$ cat src/logic/swl_params.svh
`ifndef SWL_PARAMS_SVH
`define SWL_PARAMS_SVH

// register map of the plain register port
`define SWL_ADDR_LOW_VOLTAGE_DETECT_CONTROL       4'h0
`define SWL_ADDR_STATUS     4'h1
`define SWL_ADDR_PORT_A_WAKE_ENABLE       4'h2
`define SWL_ADDR_IRQ_FLAGS  4'h3
`define SWL_ADDR_IRQ_EN     4'h4
`define SWL_ADDR_CONFIG     4'h5

// low-voltage control register fields
`define SWL_LOW_VOLTAGE_DETECT_CONTROL_SEL_LSB    0
`define SWL_LOW_VOLTAGE_DETECT_CONTROL_EN_BIT     4
`define SWL_LOW_VOLTAGE_DETECT_CONTROL_OUT_BIT    5
`define SWL_LOW_VOLTAGE_DETECT_CONTROL_RESET      8'h00

// status register fields
`define SWL_STAT_PDF_BIT    0
`define SWL_STAT_TO_BIT     1
`define SWL_STAT_SLEEP_BIT  2

// config register fields
`define SWL_CFG_WDT_EN_BIT  0
`define SWL_CFG_WDT_SUB_BIT 1

// low-voltage interrupt delay, in ns, and derived cycle count
`define SWL_CLK_NS          25
`define SWL_LVD_DELAY_NS    120000
`define SWL_LVD_DELAY_CYC   ((`SWL_LVD_DELAY_NS + `SWL_CLK_NS - 1) / `SWL_CLK_NS)

`endif

$ cat src/logic/swl_pkg.sv
package swl_pkg;
    typedef enum logic [1:0] {
        SWL_RUN,
        SWL_SLEEP,
        SWL_WAKE
    } swl_state_t;

    typedef enum logic [1:0] {
        SWL_WAKE_NONE,
        SWL_WAKE_PORT,
        SWL_WAKE_IRQ,
        SWL_WAKE_WDT
    } swl_wake_t;

    // core events, one-cycle pulses; service_grp is the group number that goes with service_mf
    typedef struct packed {
        logic halt;
        logic clr_wdt;
        logic service_mf;
        logic [2:0] service_grp;
        logic ret_enable;
        logic ret_plain;
    } swl_core_ev_t;

    typedef struct packed {
        logic [3:0] addr;
        logic [7:0] wdata;
        logic       wr;
        logic       rd;
    } swl_reg_req_t;
endpackage

$ cat src/logic/swl_sleep_ctrl.sv
`include "swl_params.svh"
`timescale 1ns/10ps
`default_nettype none

module swl_sleep_ctrl #(
    parameter int unsigned LVD_DELAY_CYC = `SWL_LVD_DELAY_CYC
) (
    input  wire logic                 core_clk,      // system clock, 40 MHz
    input  wire logic                 reset_n,       // async power-on reset
    input  wire swl_pkg::swl_reg_req_t reg_req,      // register port request
    output logic [7:0]                reg_rdata,     // read data, cycle after rd
    input  wire swl_pkg::swl_core_ev_t core_ev,      // core instruction events
    input  wire logic                 stack_full,    // core stack has no free level
    input  wire logic [5:0]           src_irq_set,   // source flag set pulses
    input  wire logic                 ext_reset_n,   // external reset pin
    input  wire logic [7:0]           port_a_pin,    // port A pin levels
    input  wire logic                 wdt_overflow,  // watchdog overflow pulse
    input  wire logic                 lvd_comp,      // async comparator, 1 = low
    output logic [2:0]                threshold_select, // detector level code
    output logic                      detector_enable,  // detector power
    output logic                      sys_clk_en,    // system clock gate
    output logic                      wdt_run,       // watchdog counts
    output logic                      wdt_clear,     // watchdog clear pulse
    output logic                      core_reset,    // full system reset pulse
    output logic                      pc_sp_reset,   // watchdog reset pulse
    output logic                      irq_take,      // vector to service now
    output logic                      global_irq_enable // global enable
);
    import swl_pkg::*;

    // ======================================================
    // synchronisers
    logic [7:0] pa_s1;
    logic [7:0] pa_s2;
    logic [7:0] pa_s3;
    logic [1:0] xr_s;
    logic       lvd_s1;
    logic       low_voltage_output;
    always_ff @(posedge core_clk or negedge reset_n) begin
        if (!reset_n) begin
            pa_s1 <= 8'hFF;
            pa_s2 <= 8'hFF;
            pa_s3 <= 8'hFF;
            xr_s <= 2'h3;
            lvd_s1 <= 1'b0;
            low_voltage_output <= 1'b0;
        end else begin
            pa_s1 <= port_a_pin;
            pa_s2 <= pa_s1;
            pa_s3 <= pa_s2;
            xr_s <= {xr_s[0], ext_reset_n};
            // raw comparator level only meets the first stage; gating comes after it
            lvd_s1 <= lvd_comp;
            low_voltage_output <= lvd_s1 & detector_enable;
        end
    end

    // ======================================================
    // registers
    logic [7:0] port_a_wake_enable;
    logic [5:0] group_irq_request_flags;
    logic [5:0] irq_enable;
    logic       low_voltage_irq_flag;
    logic       power_down_flag;
    logic       watchdog_timeout_flag;
    logic [1:0] wdt_cfg;
    swl_state_t state;
    swl_wake_t  wake_src;
    logic [5:0] flags_at_halt;
    logic       ext_rst_q;

    wire wr_low_voltage_detect_control  = reg_req.wr && reg_req.addr == `SWL_ADDR_LOW_VOLTAGE_DETECT_CONTROL;
    wire wr_port_a_wake_enable  = reg_req.wr && reg_req.addr == `SWL_ADDR_PORT_A_WAKE_ENABLE;
    wire wr_flags = reg_req.wr && reg_req.addr == `SWL_ADDR_IRQ_FLAGS;
    wire wr_en    = reg_req.wr && reg_req.addr == `SWL_ADDR_IRQ_EN;
    wire wr_cfg   = reg_req.wr && reg_req.addr == `SWL_ADDR_CONFIG;
    wire asleep   = state == SWL_SLEEP;
    wire ext_rst  = ~xr_s[1];

    // ======================================================
    // low-voltage interrupt delay
    localparam int CW = $clog2(LVD_DELAY_CYC + 1);
    logic [CW-1:0] lvd_cnt;
    wire lvd_fire = low_voltage_output && lvd_cnt == CW'(LVD_DELAY_CYC - 1);
    always_ff @(posedge core_clk or negedge reset_n) begin
        if (!reset_n)
            lvd_cnt <= '0;
        else if (!low_voltage_output)
            lvd_cnt <= '0;
        else if (lvd_cnt != CW'(LVD_DELAY_CYC))
            lvd_cnt <= lvd_cnt + CW'(1);
    end

    // source flag 7 is the low-voltage flag; its set also feeds group 0
    wire [5:0] set_vec = src_irq_set | {5'h0, lvd_fire};
    wire [5:0] clr_vec = core_ev.service_mf ? 6'(1) << core_ev.service_grp : 6'h0;
    // a software write also counts as a change, so a flag written high while asleep wakes too
    wire [5:0] next_flags = wr_flags ? (reg_req.wdata[5:0] | set_vec) :
                            ((group_irq_request_flags & ~clr_vec) | set_vec);

    // ======================================================
    // state machine and flags
    wire [5:0] rise_vec = next_flags & ~flags_at_halt;
    wire       irq_wake = |rise_vec;
    wire       pa_fall  = |(pa_s3 & ~pa_s2 & port_a_wake_enable);
    wire       wdt_wake = wdt_overflow && wdt_cfg[`SWL_CFG_WDT_EN_BIT];
    wire       pending  = |(group_irq_request_flags & irq_enable);

    always_ff @(posedge core_clk or negedge reset_n) begin
        if (!reset_n) begin
            state <= SWL_RUN;
            wake_src <= SWL_WAKE_NONE;
            flags_at_halt <= 6'h0;
            power_down_flag <= 1'b0;
            watchdog_timeout_flag <= 1'b0;
            ext_rst_q <= 1'b0;
        end else begin
            ext_rst_q <= ext_rst;
            if (core_ev.clr_wdt)
                power_down_flag <= 1'b0;
            if (wdt_wake)
                watchdog_timeout_flag <= 1'b1;
            if (ext_rst) begin
                state <= SWL_RUN;
                power_down_flag <= 1'b0;
                watchdog_timeout_flag <= 1'b0;
            end else begin
                unique case (state)
                    SWL_RUN: begin
                        if (core_ev.halt) begin
                            state <= SWL_SLEEP;
                            flags_at_halt <= group_irq_request_flags;
                            power_down_flag <= 1'b1;
                            watchdog_timeout_flag <= 1'b0;
                        end
                    end
                    SWL_SLEEP: begin
                        flags_at_halt <= flags_at_halt & next_flags;
                        if (wdt_wake || pa_fall || irq_wake) begin
                            state <= SWL_WAKE;
                            wake_src <= wdt_wake ? SWL_WAKE_WDT :
                                        pa_fall ? SWL_WAKE_PORT : SWL_WAKE_IRQ;
                        end
                    end
                    SWL_WAKE: begin
                        state <= SWL_RUN;
                        wake_src <= SWL_WAKE_NONE;
                    end
                    default: state <= SWL_RUN;
                endcase
            end
        end
    end

    always_ff @(posedge core_clk or negedge reset_n) begin
        if (!reset_n) begin
            group_irq_request_flags <= 6'h0;
            low_voltage_irq_flag <= 1'b0;
            irq_enable <= 6'h0;
            port_a_wake_enable <= 8'h00;
            threshold_select <= 3'h0;
            detector_enable <= 1'b0;
            wdt_cfg <= 2'h0;
            global_irq_enable <= 1'b0;
        end else begin
            // hardware set wins over software clear
            group_irq_request_flags <= next_flags;
            if (lvd_fire)
                low_voltage_irq_flag <= 1'b1;
            else if (wr_flags && !reg_req.wdata[7])
                low_voltage_irq_flag <= 1'b0;
            if (wr_en)
                irq_enable <= reg_req.wdata[5:0];
            if (wr_port_a_wake_enable)
                port_a_wake_enable <= reg_req.wdata;
            if (wr_low_voltage_detect_control) begin
                threshold_select <= reg_req.wdata[`SWL_LOW_VOLTAGE_DETECT_CONTROL_SEL_LSB +: 3];
                detector_enable <= reg_req.wdata[`SWL_LOW_VOLTAGE_DETECT_CONTROL_EN_BIT];
            end
            if (wr_cfg)
                wdt_cfg <= reg_req.wdata[1:0];
            if (core_ev.service_mf || irq_take)
                global_irq_enable <= 1'b0;
            else if (core_ev.ret_enable)
                global_irq_enable <= 1'b1;
            else if (wr_cfg)
                global_irq_enable <= reg_req.wdata[7];
        end
    end

    // ======================================================
    // core-facing outputs
    assign sys_clk_en  = !asleep;
    assign wdt_run     = wdt_cfg[`SWL_CFG_WDT_EN_BIT] &&
                         (!asleep || wdt_cfg[`SWL_CFG_WDT_SUB_BIT]);
    assign wdt_clear   = core_ev.halt && state == SWL_RUN;
    assign core_reset  = ext_rst & ~ext_rst_q;
    assign pc_sp_reset = state == SWL_WAKE && wake_src == SWL_WAKE_WDT;
    // after a wake the core resumes after halt unless it can service now
    assign irq_take    = state == SWL_RUN && global_irq_enable && pending && !stack_full;

    // ======================================================
    // read port
    logic [7:0] rd_mux;
    always_comb begin
        rd_mux = 8'h00;
        unique case (reg_req.addr)
            `SWL_ADDR_LOW_VOLTAGE_DETECT_CONTROL:
                rd_mux = {2'b00, low_voltage_output, detector_enable, 1'b0, threshold_select};
            `SWL_ADDR_STATUS:
                rd_mux = {5'h0, asleep, watchdog_timeout_flag, power_down_flag};
            `SWL_ADDR_PORT_A_WAKE_ENABLE:      rd_mux = port_a_wake_enable;
            `SWL_ADDR_IRQ_FLAGS: rd_mux = {low_voltage_irq_flag, 1'b0, group_irq_request_flags};
            `SWL_ADDR_IRQ_EN:    rd_mux = {2'b00, irq_enable};
            `SWL_ADDR_CONFIG:    rd_mux = {global_irq_enable, 5'h0, wdt_cfg};
            default:             rd_mux = 8'h00;
        endcase
    end
    always_ff @(posedge core_clk or negedge reset_n) begin
        if (!reset_n)
            reg_rdata <= 8'h00;
        else
            reg_rdata <= reg_req.rd ? rd_mux : 8'h00;
    end

    // ======================================================
    // checks
    AST_HALT_SETS_PDF: assert property (@(posedge core_clk) disable iff (!reset_n)
        (core_ev.halt && state == SWL_RUN && !ext_rst) |=> power_down_flag && !watchdog_timeout_flag && asleep)
        else $error("halt did not set power-down");

    AST_CLK_STOPPED: assert property (@(posedge core_clk) disable iff (!reset_n)
        asleep |-> !sys_clk_en)
        else $error("clock runs while asleep");

    AST_FLAG_HOLD: assert property (@(posedge core_clk) disable iff (!reset_n)
        (group_irq_request_flags[1] && !core_ev.service_mf && !wr_flags) |=> group_irq_request_flags[1])
        else $error("irq flag lost");

    AST_RETURN_ENABLE_INSTR: assert property (@(posedge core_clk) disable iff (!reset_n)
        (core_ev.ret_enable && !core_ev.service_mf && !irq_take) |=> global_irq_enable)
        else $error("return-enable did not set enable");

    AST_IRQ_WAKE: assert property (@(posedge core_clk) disable iff (!reset_n)
        (asleep && !ext_rst && src_irq_set[2] && !flags_at_halt[2]) |=> state == SWL_WAKE)
        else $error("irq rise did not wake");

    AST_NO_WAKE_HIGH: assert property (@(posedge core_clk) disable iff (!reset_n)
        (asleep && !ext_rst && !wdt_wake && !pa_fall && !wr_flags && set_vec == 6'h0) |=> !(state == SWL_WAKE))
        else $error("spurious wake");

    AST_LVD_DELAY: assert property (@(posedge core_clk) disable iff (!reset_n)
        $rose(low_voltage_output) |-> !lvd_fire [*3])
        else $error("low-voltage flag too early");

    AST_WDT_RESET: assert property (@(posedge core_clk) disable iff (!reset_n)
        (asleep && wdt_wake && !ext_rst) |=> pc_sp_reset && watchdog_timeout_flag)
        else $error("watchdog wake lost time-out");

    AST_LOW_VOLTAGE_DETECT_CONTROL_ZERO: assert property (@(posedge core_clk) disable iff (!reset_n)
        $past(reg_req.rd && reg_req.addr == `SWL_ADDR_LOW_VOLTAGE_DETECT_CONTROL) |-> reg_rdata[7:6] == 2'b00 && !reg_rdata[3])
        else $error("unimplemented bits nonzero");

    // plain return must never raise the global enable on its own
    AST_PLAIN_RET: assert property (@(posedge core_clk) disable iff (!reset_n)
        (core_ev.ret_plain && !core_ev.ret_enable && !wr_cfg && !global_irq_enable) |=> !global_irq_enable)
        else $error("plain return raised enable");

    AST_GROUP_CLEAR: assert property (@(posedge core_clk) disable iff (!reset_n)
        (core_ev.service_mf && core_ev.service_grp == 3'h2 && !set_vec[2] && !wr_flags)
        |=> !group_irq_request_flags[2])
        else $error("serviced group flag kept");

    // the individual source flag is software's to clear
    AST_SOURCE_KEPT: assert property (@(posedge core_clk) disable iff (!reset_n)
        (core_ev.service_mf && low_voltage_irq_flag && !wr_flags) |=> low_voltage_irq_flag)
        else $error("source flag cleared by service");

    AST_ONLY_HALT: assert property (@(posedge core_clk) disable iff (!reset_n)
        (!asleep && !core_ev.halt) |=> !asleep)
        else $error("sleep without halt");

    AST_WDT_STOPS: assert property (@(posedge core_clk) disable iff (!reset_n)
        (asleep && !wdt_cfg[`SWL_CFG_WDT_SUB_BIT]) |-> !wdt_run)
        else $error("system-clocked watchdog runs asleep");

    AST_WDT_CLEAR_HALT: assert property (@(posedge core_clk) disable iff (!reset_n)
        (core_ev.halt && state == SWL_RUN) |-> wdt_clear)
        else $error("halt did not clear watchdog");

    AST_PDF_CLEAR: assert property (@(posedge core_clk) disable iff (!reset_n)
        (core_ev.clr_wdt && !(core_ev.halt && state == SWL_RUN)) |=> !power_down_flag)
        else $error("watchdog clear kept power-down");

    AST_TO_SET: assert property (@(posedge core_clk) disable iff (!reset_n)
        (wdt_wake && !ext_rst && !core_ev.halt) |=> watchdog_timeout_flag)
        else $error("time-out not flagged");

    AST_EXT_WAKE: assert property (@(posedge core_clk) disable iff (!reset_n)
        (asleep && ext_rst) |=> state == SWL_RUN && !power_down_flag)
        else $error("external reset did not wake");

    AST_PORT_WAKE: assert property (@(posedge core_clk) disable iff (!reset_n)
        (asleep && !ext_rst && pa_fall) |=> state == SWL_WAKE && !pc_sp_reset)
        else $error("port fall did not wake cleanly");

    // a full stack holds service off even with everything enabled
    AST_DEFER: assert property (@(posedge core_clk) disable iff (!reset_n)
        (state == SWL_RUN && stack_full) |-> !irq_take)
        else $error("serviced with full stack");

    AST_SEL_WRITE: assert property (@(posedge core_clk) disable iff (!reset_n)
        wr_low_voltage_detect_control |=> threshold_select == $past(reg_req.wdata[2:0]))
        else $error("threshold not written");

    AST_EN_WRITE: assert property (@(posedge core_clk) disable iff (!reset_n)
        wr_low_voltage_detect_control |=> detector_enable == $past(reg_req.wdata[`SWL_LOW_VOLTAGE_DETECT_CONTROL_EN_BIT]))
        else $error("detector enable not written");

    AST_LV_WAKE: assert property (@(posedge core_clk) disable iff (!reset_n)
        (asleep && !ext_rst && lvd_fire && !flags_at_halt[0]) |=> state == SWL_WAKE)
        else $error("low supply did not wake");
endmodule

`default_nettype wire

$ cat config.mk
export PLATFORM = sky130hd
export DESIGN_NAME = swl_sleep_ctrl
export DESIGN_NICKNAME = d
export VERILOG_FILES = /design/src/logic/swl_pkg.sv /design/src/logic/swl_sleep_ctrl.sv
export VERILOG_INCLUDE_DIRS = /design/src /design/src/logic
export SDC_FILE = /design/constraint.sdc
export NUM_CORES = 1
export LEC_CHECK = 0
export ABC_AREA = 0
export ABC_CLOCK_PERIOD_IN_PS = 2800
export BUFFER_PORTS_ARGS = -buffer_cell sky130_fd_sc_hd__buf_2
export CORE_ASPECT_RATIO = 1.5
export CORE_UTILIZATION = 41
export CTS_BUF_LIST = sky130_fd_sc_hd__clkbuf_2
export CTS_CLUSTER_DIAMETER = 150
export CTS_CLUSTER_SIZE = 24
export DETAILED_ROUTE_END_ITERATION = 10
export PLACE_DENSITY = 0.61
export SLEW_MARGIN = 20
export SYNTH_ARGS = -nofsm -noshare
export SYNTH_HDL_FRONTEND = slang
export SYNTH_SLANG_ARGS = --single-unit
export TNS_END_PERCENT = 10
$ cat constraint.sdc
create_clock -name core_clk -period 2.8 [get_ports core_clk]
set_clock_uncertainty 0.15 [all_clocks]
set_input_delay 0.56 -clock core_clk [delete_from_list [all_inputs] [get_ports core_clk]]
set_output_delay 0.56 -clock core_clk [all_outputs]
set_load 0.1 [all_outputs]
# [After elaboration in Yosys (flattened, before gate mapping)]
# Cells that the tools add are included.
[totals] reg_bits=90 in_bits=42 out_inout_bits=19 word_cells=117
[classes] n_addsub=1 eq_ne=15 shift=1 muxes=29 bitwise=16 reduce_logical=33
[ops] cell="case mux 8 bit (6 select lines)" count=1
[ops] cell="two-way mux 13 bit" count=2
[ops] cell="bitwise AND 6 bit" count=4
[ops] cell="two-way mux 6 bit" count=3
[ops] cell="bitwise AND 8 bit" count=2
[ops] cell="logical AND 1 bit" count=14
[ops] cell="adder 13 x 1 -> 13 bit, second input constant" count=1
[ops] cell="== test 13 bit, second input constant" count=1
[ops] cell="two-way mux 1 bit" count=13
[ops] cell="inequality test 13 bit, second input constant" count=1
[ops] cell="two-way mux 2 bit" count=6
[ops] cell="NOT 6 bit" count=2
[ops] cell="OR 6 bit" count=2
[ops] cell="case mux 6 bit (2 select lines)" count=1
[ops] cell="OR reduction 6 bit" count=2
[ops] cell="== test 4 x 2 -> 1 bit, second input constant" count=2
[ops] cell="== test 4 x 3 -> 1 bit, second input constant" count=2
[ops] cell="two-way mux 8 bit" count=1
[ops] cell="NOT 8 bit" count=1
[ops] cell="case mux 2 bit (2 select lines)" count=2
[ops] cell="OR reduction 8 bit" count=1
[ops] cell="OR 6 x 1 -> 6 bit" count=1
[ops] cell="AND reduction 3 bit" count=2
[ops] cell="nonzero test 2 bit" count=3
[ops] cell="16 further kinds" count=25

# [Depth between registers and ports, before layout]
[depth] depth_word=12 depth_mapped=8 depth_no_buf=8

# [Worst setup path before layout]
# No wires, ideal clock.
[synth_path] kind="in2reg" startpoint="in core_ev[7] in the netlist's numbering" endpoint="reg flags_at_halt[0]" setup_ns=0.121 t_arrival_ns=3.870 required_time_ns=2.529 path_slack_ns=-1.341 path_stages=5 n_path_buf=1 path_cell_list="nor3b_1 -> and2_1 -> clkbuf_1 -> o22ai_1 -> a22o_1"
[synth_via] elab_chain_len=2
[synth_rtl] item="start, declared" line="swl_sleep_ctrl.sv:12" text="input wire swl_pkg::swl_core_ev_t core_ev,"
[synth_rtl] item="inequality test 2 bit (no line)"
[synth_rtl] item="AND reduction 3 bit (no line)"
[synth_rtl] item="end signal, assigned" line="swl_sleep_ctrl.sv:132" text="flags_at_halt <= group_irq_request_flags;"
[synth_rtl] item="end signal, assigned" line="swl_sleep_ctrl.sv:138" text="flags_at_halt <= flags_at_halt & next_flags;"
[synth_rtl] item="end, declared" line="swl_sleep_ctrl.sv:69" text="logic [5:0] flags_at_halt;"
# No other way between the ends.
# A chain may end at the register's enable or synchronous reset.

# [Worst setup path after layout]
[layout_path] startpoint="reg state[0]" endpoint="out irq_take"
[layout_via] elab_chain_len=4
[layout_rtl] item="start, declared" line="swl_sleep_ctrl.sv:67" text="swl_state_t state;"
[layout_rtl] item="start signal, assigned" line="swl_sleep_ctrl.sv:111" text="state <= SWL_RUN;"
[layout_rtl] item="start signal, assigned" line="swl_sleep_ctrl.sv:124" text="state <= SWL_RUN;"
[layout_rtl] item="start signal, assigned" line="swl_sleep_ctrl.sv:131" text="state <= SWL_SLEEP;"
[layout_rtl] item="logical NOT 2 bit" line="swl_sleep_ctrl.sv:200" text="assign irq_take = state == SWL_RUN && global_irq_enable && pending && !stack_full;"
[layout_rtl] item="logical AND 1 bit (3 in series)" line="swl_sleep_ctrl.sv:200"
[layout_rtl] item="end, declared" line="swl_sleep_ctrl.sv:26" text="output logic irq_take,"
# No other way between the ends.

==> impl_metrics.yaml <==
run_status:
  status: "completed"
clock_tree:
  cts_buffers: 9
  clk_pin_slew_ps: 240
  root_buffer: "clkbuf_2"
  cts_sinks: 90
  cts_max_path_buffers: 2
  htreeDepth: 3
  clock_latency_ps: 550
  cts_tree: "done"
logic_synthesis:
  synth_commonest_cells: "dfrtp_1, nand2_1, dfstp_2, mux2_2, nor2_1"
  synthFlopType: "dfrtp_1"
  yosysWarnings: 0
  synth_most_common_cell: "dfrtp_1"
  avgSynthCellArea_um2: 11.8
  ys_types: 55
  synth-edff-count: 0
  synth-seq-area-share_pct: 57.8
  syn_nets: 378
  yosysTopAreaCellShare_pct: 40.5
  synth-seq-cells: 90
  synth_area_mm2: 0.00395
  synth_top_area_cell: "dfrtp_1"
  ys_top_cells_by_area: "dfrtp_1, dfstp_2, mux2_2, nand2_1, and2_1"
  ys_async_sr_fraction_pct: 100
  synthCells: 334
final_layout:
  nets: 462
  drive_gt1_share_pct: 33.8
  instances_no_fill: 536
  postLayoutCoreUtil_pct: 50.9
  syn_to_final_growth_pct: 19.7
die:
  rows: 43
  die_y_um: 122
  start_util_pct: 42.5
  io_pins: 61
  core-area_mm2: 0.00931
  die_w_um: 82.2
  die_area_mm2: 0.0100
global_routing:
  grt_pass1_vias: 2891
  grt_pass1_wl_um: 14400
  grt_util_all_layers_pct: 19.9
  grt_max_degree: 59
  grt_overflow: 0
  antenna_found_initial: 1
routing:
  wl_per_cell_um: 16.8
  routed_wl_um: 9020
  drc: 0
  viasPerCell: 5.34
  drt_iter0_markers: 208
  ant_nets: 0
  vias: 2861
  drtPass1Iterations: 4
power:
  power.density_mw_per_mm2: 596
  p_leak_nw: 2.13
  max-vdd-ir-drop_v: 0.000244
timing:
  setup_viol: 0
  period_share_pct: 96.8
  clock.fmax_ghz: 0.369
  holdWs_ps: 82.1
  finalWorstSetupSlack_ps: 90.2
  maxSlewViolCount: 0
  hold_viol: 0
  worstMarginPinSlew_ps: 557
  layout_min_cycle_time_ps: 2710
  rsz0062_at_grt: "true"
  fin_tns_setup_ps: 0
  slew_headroom_pct: 62.8
placement:
  dp.cells: 502
  dp_worst_setup_slack_ps: 115
  gp_congestion: 0.813
  portBuffers: 59
  post-dp-hpwl_um: 6590
critical_path:
  endpoint_kind: "primary output"
  critPathArrivalTime_ps: 2000
  path_class: "flip-flop to primary output"
  startpoint_type: "flip-flop"
  cp.required_ps: 2090
  cp_max_fo: 3
min_path:
  hold_path_class: "input port to flip-flop"
flow_run:
  cap_violations: 0
[state kept, by name, summed over array words and instances (netlist names)]
| register | cells |
|---|---|
| pa_s3 | 8 |
| low_voltage_output | 1 |
| state | 2 |
| lvd_cnt | 13 |
| pa_s1 | 8 |
| irq_enable | 6 |
| power_down_flag | 1 |
| lvd_s1 | 1 |
| detector_enable | 1 |
| ext_rst_q | 1 |
| wake_src | 2 |
| group_irq_request_flags | 6 |
| global_irq_enable | 1 |
| xr_s | 2 |
| pa_s2 | 8 |
| wdt_cfg | 2 |
| port_a_wake_enable | 8 |
| low_voltage_irq_flag | 1 |
| threshold_select | 3 |
| reg_rdata | 8 |
| flags_at_halt | 6 |
| watchdog_timeout_flag | 1 |
[logic make-up after synthesis]
group / share of synthesized area (%)
muxes: 7.25
and+or+nand+nor: 16.8
AOI/OAI and AO/OA: 12.1
DFF: 57.8
adders and majority gates: 0.633
xor gates and xnor gates: 2.44
buffers and inverters: 3.04
[layout make-up]
cell class,instances,area (µm²)
flip-flops and latches,90,2280
multi-input cells,218,1590
well taps,112,140
inverters,14,52.6
fillers,854,4570
repair buffers,85,556
diodes,1,2.50
clock buffers,9,45.0
clock inverters,7,67.6
[routing by layer]
layer  wire length [µm]  vias to the layer above  GRT usage, %
met5                  0                        -             0
met4                303                        0          10.3
met3                389                       18          3.94
met2               4830                       71          35.4
met1               3490                     1405          21.8
li1                   -                     1367             -
[cells in the final DEF (no fill, tap or decap), types with 4 or more instances in the layout]
master	instances
nor4_1	4
inv_1	13
nand3_1	7
nand3b_1	4
mux2i_1	5
a22o_1	7
xnor2_1	9
o22ai_1	6
clkbuf_2	9
a22oi_1	7
nand2_1	28
clkinv_1	4
o2bb2ai_1	5
mux2_2	21
nor2b_1	8
dfrtp_1	64
and3_1	8
nor2_1	19
buf_2	56
buf_4	13
dfstp_2	26
and2_1	16
a21oi_1	11
dlygate4sd3_1	13
[power by group]
part | total, mW | switching [mW] | leakage, nW | internal, mW
combinational | 0.625 | 0.402 | 0.981 | 0.223
clock | 0.646 | 0.441 | 0.0690 | 0.204
sequential | 1.55 | 0.101 | 1.08 | 1.45
total | 2.82 | 0.944 | 2.13 | 1.88
[what timing repair did]
item / CTS / global route
buffers inserted: 3 / 1
hold buffers: 13 / 0
pin swaps: 0 / 1
endpoints found under the setup margin: 3 / 2
resized for setup: 3 / 1
hold endpoints to repair: 44 / 0
[critical path: stages (launching register included)]
cell and delay, ps:
dfrtp_1 460, or4b_4 560, a31oi_4 220, buf_12 210
[metrics by stage]
step           power [mW]  area, µm²
6_report             2.82       4730
5_1_grt              2.97       4730
4_1_cts              2.86       4720
3_5_place_dp         2.18       4450
3_3_place_gp         2.17       4450
2_1_floorplan        1.98       3980
[path summary, 6_finish.rpt]
check                      slack [ps]                    endpoint            from  depth (start not counted)
min reg2reg                       200                    pa_s3[2]        pa_s2[2]                          0
min in group asynchronous         300                reg_rdata[4]         reset_n                          2
max reg2reg                       270                 wake_src[1]      lvd_cnt[0]                          8
min                                80  group_irq_request_flags[2]  src_irq_set[2]                          2
max in group asynchronous        1490                    pa_s1[0]         reset_n                          3
max                                90                    irq_take        state[0]                          3
Power figures use the tool's default switching activity.
